$ cat config.mk
export PLATFORM = sky130hd
export DESIGN_NAME = pms_power_mode_switchback
export DESIGN_NICKNAME = d
export VERILOG_FILES = /design/src/pms_pkg.sv /design/src/pms_clk_if.sv /design/src/pms_clk_gen.sv /design/src/pms_power_mode_switchback.sv
export SDC_FILE = /design/constraint.sdc
export NUM_CORES = 1
export LEC_CHECK = 0
export BUFFER_PORTS_ARGS = -buffer_cell sky130_fd_sc_hd__buf_4
export CORE_MARGIN = 2
export CORE_UTILIZATION = 55
export CTS_BUF_LIST = sky130_fd_sc_hd__clkbuf_4 sky130_fd_sc_hd__clkbuf_8 sky130_fd_sc_hd__clkbuf_16
export DETAILED_ROUTE_END_ITERATION = 7
export PLACE_DENSITY = 0.84
export SLEW_MARGIN = 20
export SYNTH_ARGS = -nofsm -noshare
export SYNTH_HDL_FRONTEND = slang
export SYNTH_SLANG_ARGS = --single-unit
$ cat constraint.sdc
create_clock -name clk_sys -period 4.6 [get_ports clk_sys]
set_input_delay 0.23 -clock clk_sys [delete_from_list [all_inputs] [get_ports clk_sys]]
set_output_delay 0.23 -clock clk_sys [all_outputs]
set_load 0.05 [all_outputs]
$ cat src/pms_pkg.sv
// power mode switchback: shared constants, modes and states
// assumes a single free-running system clock domain
package pms_pkg;
    // power_config field positions
    localparam int unsigned PCFG_SLOW_BIT   = 0;
    localparam int unsigned PCFG_STOP_BIT   = 1;
    localparam int unsigned PCFG_SWB_BIT    = 2;
    localparam int unsigned PCFG_RSM_BIT    = 3;
    localparam int unsigned PCFG_PWE_BIT    = 4;
    localparam int unsigned PCFG_RSVD_BIT   = 5;
    localparam int unsigned PCFG_DBAUDB_BIT = 6;
    localparam int unsigned PCFG_DBAUDA_BIT = 7;
    localparam logic [7:0]  PCFG_RESET      = 8'h00;

    // slow clock divide ratio
    localparam int unsigned SLOW_DIV        = 100;
    // program address after a hardware reset
    localparam logic [23:0] RESUME_ADDR     = 24'h00_0000;
    // instructions to hold off interrupts after an enable/priority write
    localparam logic [1:0]  IRQ_DEFER_INSTR = 2'h1;

    typedef enum logic [1:0] {
        CM_FULL,
        CM_SLOW,
        CM_STOP
    } pms_clk_mode_type;

    typedef enum logic [2:0] {
        PM_FULL,
        PM_SLOW,
        PM_STOP,
        PM_OSC_WAIT,
        PM_CLK_ON
    } pms_state_type;
endpackage : pms_pkg

$ cat src/pms_clk_if.sv
// carrier between the power controller and the clock enable generator
// assumes both ends run on clk_sys
`timescale 1ns/1ns
interface pms_clk_if;
    import pms_pkg::*;
    pms_clk_mode_type mode;
    logic             tick;
    modport ctrl (output mode, input tick);
    modport gen  (input mode, output tick);
endinterface : pms_clk_if

$ cat src/pms_clk_gen.sv
// clock enable generator: full rate, divided, or stopped
// assumes downstream logic is clocked by clk_sys and qualified by tick
`timescale 1ns/1ns
module pms_clk_gen
    import pms_pkg::*;
#(
    parameter int unsigned DIV = pms_pkg::SLOW_DIV
) (
    input  wire logic clk_sys,
    input  wire logic sys_rst,
    input  wire logic clk_en,
    pms_clk_if.gen    clk
);
    import pms_pkg::*;
    localparam int unsigned CW = $clog2(DIV);

    initial begin
        if (DIV < 2) begin
            $error("DIV must be at least 2");
        end
    end

    typedef struct packed {
        logic [CW-1:0] cnt;
        logic          tick;
    } pms_gen_state_type;

    pms_gen_state_type r_reg;
    pms_gen_state_type r_next;

    // whole-cycle enables only, so a mode change never yields a short pulse
    always_comb begin
        r_next = r_reg;
        unique case (clk.mode)
            CM_FULL: begin
                r_next.tick = 1'b1;
                r_next.cnt  = CW'(DIV - 1);
            end
            CM_SLOW: begin
                if (r_reg.cnt == '0) begin
                    r_next.tick = 1'b1;
                    r_next.cnt  = CW'(DIV - 1);
                end else begin
                    r_next.tick = 1'b0;
                    r_next.cnt  = r_reg.cnt - 1'b1;
                end
            end
            CM_STOP: begin
                r_next.tick = 1'b0;
                r_next.cnt  = CW'(DIV - 1);
            end
            default: begin
                r_next.tick = 1'b0;
                r_next.cnt  = CW'(DIV - 1);
            end
        endcase
    end

    always_ff @(posedge clk_sys) begin
        if (sys_rst) begin
            r_reg <= '{cnt: '0, tick: 1'b0};
        end else if (clk_en) begin
            r_reg <= r_next;
        end
    end

    assign clk.tick = r_reg.tick;
endmodule : pms_clk_gen

$ cat src/pms_power_mode_switchback.sv
// power mode controller: slow mode switchback, stop mode entry and wake
// assumes clk_sys keeps running for this block; pins are asynchronous
// Summary of operation
// - with switchback enabled, interrupts or serial activity restore full speed
// - interrupt counts only when enabled, pending, acknowledged and not blocked
// - either external interrupt pin or a watchdog reset triggers switchback
// - uart a/b receive switchback comes from start-bit falling edge when enabled
// - loading uart a/b transmit buffer triggers switchback
// - switchback ignores serial interrupt flags
// - wake sources, each enabled, switch back through the wake interrupt
// - interrupt switchback takes effect the cycle after the event
// - writes to enable/priority registers defer interrupts one further instruction
// - transmit switchback at next instruction; receive switchback at edge cycle
// - setting the stop bit stops core and peripheral clocks
// - an eeprom flag decides whether oscillator and pll stop too
// - with oscillator off, only wake pin, uart c or reset end stop
// - hardware reset restarts the cpu at address zero
// - with both those enables clear, only reset ends stop
// - with oscillator running, any enabled wake source ends stop
// - oscillator restart, wait stable, clock on, then wake interrupt
// - oscillator running: clock on first, then wake interrupt
// - bit 7 and 6 double baud for uart a and b, bit 5 reserved
// - slow mode divides the clock by 100
// - hardware clears slow mode bit on switchback; software clears enable
`timescale 1ns/1ns
module pms_power_mode_switchback
    import pms_pkg::*;
(
    input  wire logic             clk_sys,
    input  wire logic             sys_rst,
    input  wire logic             clk_en,
    input  wire logic             pcfg_wr,
    input  wire logic [7:0]       pcfg_wdata,
    output logic      [7:0]       pcfg_rdata,
    input  wire logic             instr_done,
    input  wire logic             ie_ip_write,
    input  wire logic             irq_ack,
    input  wire logic             ext_irq_a,
    input  wire logic             ext_irq_b,
    input  wire logic             ext_irq_a_en,
    input  wire logic             ext_irq_b_en,
    input  wire logic             ext_irq_a_blocked,
    input  wire logic             ext_irq_b_blocked,
    input  wire logic             wdt_reset,
    input  wire logic             uart_a_rx,
    input  wire logic             uart_b_rx,
    input  wire logic             uart_c_rx,
    input  wire logic             ring_indicator_in,
    input  wire logic             uart_a_rx_en,
    input  wire logic             uart_b_rx_en,
    input  wire logic             uart_a_tx_load,
    input  wire logic             uart_b_tx_load,
    input  wire logic             remote_wake_pin,
    input  wire logic             magic_pkt_evt,
    input  wire logic             wake_frame_evt,
    input  wire logic             int_link_up,
    input  wire logic             sec_link_up,
    input  wire logic             wake_pin_en,
    input  wire logic             magic_pkt_wake_en,
    input  wire logic             wake_frame_en,
    input  wire logic             frame_filter_en,
    input  wire logic             internal_link_wake_en,
    input  wire logic             secondary_link_wake_en,
    input  wire logic             uart_c_wake_en,
    input  wire logic             wake_irq_en,
    input  wire logic             osc_off_in_halt,
    input  wire logic             osc_stable,
    output logic                  core_clk_tick,
    output logic                  osc_pll_en,
    output logic                  wake_irq,
    output logic                  cpu_restart,
    output logic                  double_baud_a,
    output logic                  double_baud_b
);
    import pms_pkg::*;

    // pin synchronisers: s1 feeds only s2, edges compare s2 with d
    typedef struct packed {
        logic [5:0] s1;
        logic [5:0] s2;
        logic [5:0] d;
    } pms_sync_type;

    typedef struct packed {
        pms_state_type    st;
        logic [7:0]       pcfg;
        pms_sync_type     pin;
        logic [1:0]       defer;
        logic             tx_pend;
        logic             wake_irq;
        logic             restart;
        logic             osc_en;
        pms_clk_mode_type mode;
    } pms_ctrl_type;

    // pin vector order
    localparam int unsigned P_RXA = 0;
    localparam int unsigned P_RXB = 1;
    localparam int unsigned P_RXC = 2;
    localparam int unsigned P_RI  = 3;
    localparam int unsigned P_RWK = 4;
    localparam int unsigned P_OSC = 5;

    localparam pms_ctrl_type CTRL_RESET = '{
        st:       PM_FULL,
        pcfg:     PCFG_RESET,
        pin:      '{s1: 6'h0f, s2: 6'h0f, d: 6'h0f},
        defer:    2'h0,
        tx_pend:  1'b0,
        wake_irq: 1'b0,
        restart:  1'b1,
        osc_en:   1'b1,
        mode:     CM_FULL
    };

    pms_ctrl_type r_reg;
    pms_ctrl_type r_next;

    pms_clk_if clk_bus ();

    pms_clk_gen u_clk_gen (
        .clk_sys (clk_sys),
        .sys_rst (sys_rst),
        .clk_en  (clk_en),
        .clk     (clk_bus.gen)
    );

    logic [5:0] pin_fall;
    logic       rwk_rise;
    logic       irq_ok;
    logic       qual_irq;
    logic       rx_sb;
    logic       tx_fire;
    logic       wake_any;
    logic       wake_osc;
    logic       switchback;

    always_comb begin
        pin_fall = r_reg.pin.d & ~r_reg.pin.s2;
        rwk_rise = r_reg.pin.s2[P_RWK] & ~r_reg.pin.d[P_RWK];
        irq_ok   = (r_reg.defer == 2'h0) && !ie_ip_write;
        qual_irq = irq_ok && irq_ack &&
                   ((ext_irq_a && ext_irq_a_en && !ext_irq_a_blocked) ||
                    (ext_irq_b && ext_irq_b_en && !ext_irq_b_blocked));
        rx_sb    = (pin_fall[P_RXA] && uart_a_rx_en) ||
                   (pin_fall[P_RXB] && uart_b_rx_en);
        tx_fire  = r_reg.tx_pend && instr_done;
        wake_osc = (rwk_rise && wake_pin_en) ||
                   ((pin_fall[P_RXC] || pin_fall[P_RI]) && uart_c_wake_en);
        wake_any = wake_osc ||
                   (magic_pkt_evt && magic_pkt_wake_en) ||
                   (wake_frame_evt && wake_frame_en && frame_filter_en) ||
                   (int_link_up && internal_link_wake_en) ||
                   (sec_link_up && secondary_link_wake_en);
        // serial interrupt flags play no part here
        switchback = r_reg.pcfg[PCFG_SWB_BIT] &&
                     (qual_irq || wdt_reset || rx_sb || tx_fire ||
                      (irq_ok && wake_any && wake_irq_en));
    end

    always_comb begin
        r_next          = r_reg;
        r_next.pin.s1   = {osc_stable, remote_wake_pin, ring_indicator_in,
                           uart_c_rx, uart_b_rx, uart_a_rx};
        r_next.pin.s2   = r_reg.pin.s1;
        r_next.pin.d    = r_reg.pin.s2;
        r_next.restart  = 1'b0;
        r_next.wake_irq = 1'b0;

        if (ie_ip_write && instr_done) begin
            r_next.defer = IRQ_DEFER_INSTR;
        end else if (instr_done && r_reg.defer != 2'h0) begin
            r_next.defer = r_reg.defer - 2'h1;
        end

        // a load in the same cycle as the firing keeps a fresh request
        if (uart_a_tx_load || uart_b_tx_load) begin
            r_next.tx_pend = 1'b1;
        end else if (tx_fire) begin
            r_next.tx_pend = 1'b0;
        end

        if (pcfg_wr && (r_reg.st == PM_FULL || r_reg.st == PM_SLOW)) begin
            r_next.pcfg = pcfg_wdata;
        end

        unique case (r_reg.st)
            PM_FULL, PM_SLOW: begin
                if (wake_any) begin
                    r_next.wake_irq = 1'b1;
                end
                if (r_next.pcfg[PCFG_STOP_BIT]) begin
                    r_next.st     = PM_STOP;
                    r_next.osc_en = !osc_off_in_halt;
                end else if (r_reg.st == PM_SLOW && switchback) begin
                    r_next.pcfg[PCFG_SLOW_BIT] = 1'b0;
                    r_next.st                  = PM_FULL;
                end else if (r_next.pcfg[PCFG_SLOW_BIT]) begin
                    r_next.st = PM_SLOW;
                end else begin
                    r_next.st = PM_FULL;
                end
            end
            PM_STOP: begin
                if (!r_reg.osc_en) begin
                    if (wake_osc) begin
                        r_next.st     = PM_OSC_WAIT;
                        r_next.osc_en = 1'b1;
                    end
                end else if (wake_any) begin
                    r_next.st = PM_CLK_ON;
                end
            end
            PM_OSC_WAIT: begin
                if (r_reg.pin.s2[P_OSC]) begin
                    r_next.st = PM_CLK_ON;
                end
            end
            PM_CLK_ON: begin
                // clock already enabled this cycle; interrupt follows
                r_next.wake_irq            = 1'b1;
                r_next.pcfg[PCFG_STOP_BIT] = 1'b0;
                r_next.st = r_reg.pcfg[PCFG_SLOW_BIT] ? PM_SLOW : PM_FULL;
            end
            default: begin
                r_next.st = PM_FULL;
            end
        endcase

        unique case (r_next.st)
            PM_FULL, PM_CLK_ON: r_next.mode = CM_FULL;
            PM_SLOW:            r_next.mode = CM_SLOW;
            PM_STOP, PM_OSC_WAIT: r_next.mode = CM_STOP;
            default:            r_next.mode = CM_STOP;
        endcase
    end

    always_ff @(posedge clk_sys) begin
        if (sys_rst) begin
            r_reg <= CTRL_RESET;
        end else if (clk_en) begin
            r_reg <= r_next;
        end
    end

    assign clk_bus.mode  = r_reg.mode;
    assign core_clk_tick = clk_bus.tick;
    assign pcfg_rdata    = r_reg.pcfg;
    assign osc_pll_en    = r_reg.osc_en;
    assign wake_irq      = r_reg.wake_irq;
    assign cpu_restart   = r_reg.restart;
    assign double_baud_a = r_reg.pcfg[PCFG_DBAUDA_BIT];
    assign double_baud_b = r_reg.pcfg[PCFG_DBAUDB_BIT];
endmodule : pms_power_mode_switchback

==> results.txt <==
----------------------------------------------------
[Outcome]
  Status ... finished, final reports clean

[Placed design]
  Number of port buffers ... slightly below 60
  Routability congestion estimate from global placement ... 0.8314
  Setup WS pre-CTS ... about 2.5 ns
  HPWL reported at the end of detailed placement ... around 2900 µm

[Run]
  Max-capacitance violation count ... 0

[Clock tree]
  CTS Root Buffer Type ... clkbuf_8
  Clock Latency Late Sink ... 0.29 ns
  Level count of the clock H-tree ... 2
  Hold-fix buffer count after cts ... 0
  Postcts setup bufs ... 0
  Clock edge transition at the registers on the reported setup and hold paths ... ~0.080 ns
  Gates resized, CTS repair ... 0
  TritonCTS clock tree ... yes
  Clock tree sinks ... 44
  Number of clock buffers inserted by TritonCTS ... 5
  Max Root-Sink Buffers ... 2

[Timing]
  Number of pins with negative max-slew slack in the final report ... 0
  Slew headroom ... ~67%
  Worst slew pin tran ... 0.4998 ns
  RSZ-0062 raised after global routing ... false
  Shortest clock period the worst path allows after layout ... between 1.5 and 2 ns
  Share of the clock period used by the worst path ... 41.71%
  Final hold violations ... 0
  Post-Route Setup TNS ... 0 ns
  Final setup violation count ... 0
  Achievable clock frequency ... around 520 MHz
  Final critical-path setup slack ... 2.681 ns
  Worst clock skew on the final layout ... between 0.002 and 0.003 ns

[Routing]
  Total wire length ... ~4100 µm
  DRT antenna net count ... 0
  Average vias per placed instance ... approximately 5.4
  DR pass1 iterations ... 5
  Number of remaining DRC errors ... 0
  1st-iter DRT viols ... between 80 and 90
  Vias after detailed routing ... ~1800
  Final routed wire length divided by cell count ... 12.28 µm

[Hold path]
  Tightest Hold Check Type ... in -> reg
  Hold Crit Depth ... 2
  Min-delay src ... uart_b_rx
  Capture endpoint of the worst hold path ... r_next[15]$_SDFFE_PP1P_

[Floorplan]
  Starting utilization of the core area ... between 50% and 60%
  Die width ... approximately 65 µm
  Die area ... around 4300 µm²
  Site Rows ... 22
  Top-level I/O count ... 59
  Core Footprint ... between 3000 and 4000 µm²
  Die span in y ... ~65 µm

[GRT]
  Pin count of the biggest net entering global routing ... slightly below 50
  Number of global-route vias before repair ... 1584
  Remaining global-route overflow ... 0
  First-pass GRT wire length ... between 7000 and 8000 µm
  Number of antenna violations at the first check in global routing ... 0
  Aggregate global-route resource usage ... approximately a fifth

[Logic synthesis]
  EDFF count, synth ... 0
  Share of synthesized flip-flops with an asynchronous set or reset ... 0%
  Yosys warnings ... 0
  Portion of the post-synthesis area used by sequential elements ... roughly 43%
  Number of distinct library cells after synthesis ... 45
  Mapped Nets ... about 290
  Number of standard cells after synthesis ... between 200 and 250
  Most used flip-flop cell after synthesis ... dfxtp_1
  Yosys reg bits ... between 40 and 50
  Syn avg cell area ... between 8 and 9 µm²
  Cell Area, Synth ... 2072 µm²

[Critical path]
  Reg2reg setup slack ... between 2 and 3 ns
  Worst path slowest cell ... or4_1
  Max FO, Critical Path ... 4
  Worst Reg2Reg Path Length in Cells ... 5
  Worst setup SP type ... flop
  Required time of the worst setup path ... roughly 4.8 ns
  Worst flop-to-flop path startpoint ... u_clk_gen.r_reg[4]$_SDFFE_PP0P_
  Crit path DAT ... between 2 and 2.5 ns
  Type of the worst setup path ... reg -> reg
  Endpoint type of the worst setup path ... flop
  CP Buf/Inv Count ... 0
  Crit Reg-Reg Endpoint ... u_clk_gen.r_reg[4]$_SDFFE_PP0P_
  Gate family responsible for the most delay along the worst path ... simple AND/OR/NAND/NOR gates
  Critical path, cell by cell ... or4_1, or3b_1, and3b_4, nor2_1, nor3_1
  Largest incremental delay on the critical path ... between 0.5 and 0.6 ns

[Power and ir drop]
  Peak supply drop ... 252.8 µV
  Switching part of the total power ... 26.38%
  Internal power ... 637.6 µW
  Leakage ... roughly 0.0011 µW
  PwrDens ... between 300 and 400 nW/µm²
  Overall power ... between 800 and 900 µW
  Combinational power share ... between 10% and 20%
  Clock network power share ... approximately a third
  Sequential power share ... 48.7%
  Switching Power ... 228.4 µW

[Layout]
  Syn-to-layout area delta ... 24.22%
  Final net count ... ~330
  Diode insertion count for antenna repair ... 0
  Filler Cell Count ... 280
  Number of flip-flops under the largest register name ... 12
  Ratio of cells with drive above 1 in the final layout ... roughly 25%

----------------------------------------------------
[synth_stat cells (2+ instances only)]
cell type / instances / area (µm²)
nand3_1: 5 / 25.02
xnor2_1: 3 / 26.28
buf_4: 9 / 67.56
and3_1: 2 / 12.51
mux2i_1: 6 / 60.06
dfxtp_1: 44 / 880.8
nor2b_1: 18 / 112.6
a211oi_1: 4 / 30.03
a21oi_2: 2 / 17.52
clkbuf_1: 10 / 37.54
a21oi_1: 17 / 85.08
nor3_1: 9 / 45.04
a31oi_1: 2 / 12.51
nor2_1: 19 / 71.32
nand2b_1: 2 / 12.51
o21a_1: 2 / 15.01
nor3b_1: 2 / 15.01
nand3b_1: 6 / 45.04
inv_1: 5 / 18.77
o21ai_0: 11 / 55.05
ha_1: 3 / 37.54
o31ai_1: 2 / 15.01
nand2_1: 20 / 75.07
a211o_1: 12 / 105.1
xor2_1: 2 / 17.52
or4_1: 2 / 15.01
[layout make-up]
type	instances	area, µm²	share of cell area, %
Clock buffer	5	68.82	2.674
Clock inverter	3	42.54	1.653
Inverter	6	22.52	0.8751
Multi-Input combinational cell	169	1064	41.32
Sequential cell	44	880.8	34.22
Tap cell	48	60.06	2.333
Timing Repair Buffer	58	435.4	16.92
[kinds of logic after synthesis]
kind of cell             after synthesis  synth area share, %
adder cells (fa/ha/maj)                3                1.812
buffers and inverters                 25                6.159
AND/OR/NAND/NOR                       92                23.73
multiplexers                           7                3.442
AO/OA/AOI/OAI                         62                20.23
XOR/XNOR                               5                2.114
flip-flops                            44                42.51
[how the worst max path moves through the flow]
| stage | start | end | slack, ns | cells past startpoint |
|---|---|---|---|---|
| after floorplan | u_clk_gen.r_reg[4]$_SDFFE_PP0P_ | u_clk_gen.r_reg[3]$_SDFFE_PP0P_ | 2.84 | 5 |
| after global placement | clk_en | u_clk_gen.r_reg[6]$_SDFFE_PP0P_ | 2.55 | 6 |
| after detailed placement | clk_en | u_clk_gen.r_reg[6]$_SDFFE_PP0P_ | 2.52 | 6 |
| after CTS | u_clk_gen.r_reg[4]$_SDFFE_PP0P_ | u_clk_gen.r_reg[4]$_SDFFE_PP0P_ | 2.68 | 5 |
| after global routing | u_clk_gen.r_reg[4]$_SDFFE_PP0P_ | u_clk_gen.r_reg[4]$_SDFFE_PP0P_ | 2.57 | 5 |
| final | u_clk_gen.r_reg[4]$_SDFFE_PP0P_ | u_clk_gen.r_reg[4]$_SDFFE_PP0P_ | 2.68 | 5 |
[power by group through the flow]
stage | combinational [µW] | sequential (µW) | clock (µW)
floorplan | 97.4 | 438 | 0
global placement | 155 | 430 | 0
detailed placement | 157 | 430 | 0
CTS | 157 | 421 | 298
global route | 173 | 424 | 314
finish | 157 | 421 | 288
[metrics by stage]
| step | std cells | util (%) | area [µm²] | hold slack, ns |
|---|---|---|---|---|
| after floorplan | 238 | - | 2072 | 0.3524 |
| after global placement | 325 | 67.77 | 2462 | 0.4378 |
| after detailed placement | 325 | 67.77 | 2462 | 0.4401 |
| after CTS | 333 | 70.83 | 2574 | 0.1287 |
| after global routing | 333 | 70.83 | 2574 | 0.1265 |
| final | 333 | 70.83 | 2574 | 0.1360 |
[layer usage]
metal	up-vias	wire [µm]	share of wire [%]	track usage, %
met4	0	66	1.6	8.073
met5	-	0	0	0
met1	823	1873	46	26.36
li1	932	-	-	-
met3	5	247	6.0	5.479
met2	54	1901	47	34.44
[cells in the final DEF (no fill, tap or decap), types with 2 or more instances in the layout]
master and instances:
o21a_1 2, nand3_1 5, a21oi_1 17, ha_1 3, nor3b_1 2, nand3b_1 6, a31oi_1 2, nor3_1 9
xnor2_1 3, and3_1 2, mux2i_1 6, or4_1 2, buf_4 58, dfxtp_1 44, nor2_1 19, a21oi_2 2
inv_1 5, nor2b_1 18, o21ai_0 11, nand2b_1 2, o31ai_1 2, clkbuf_8 5, nand2_1 20, xor2_1 2
a211oi_1 4, a211o_1 12
No activity file was read; power rests on OpenSTA's default activity.
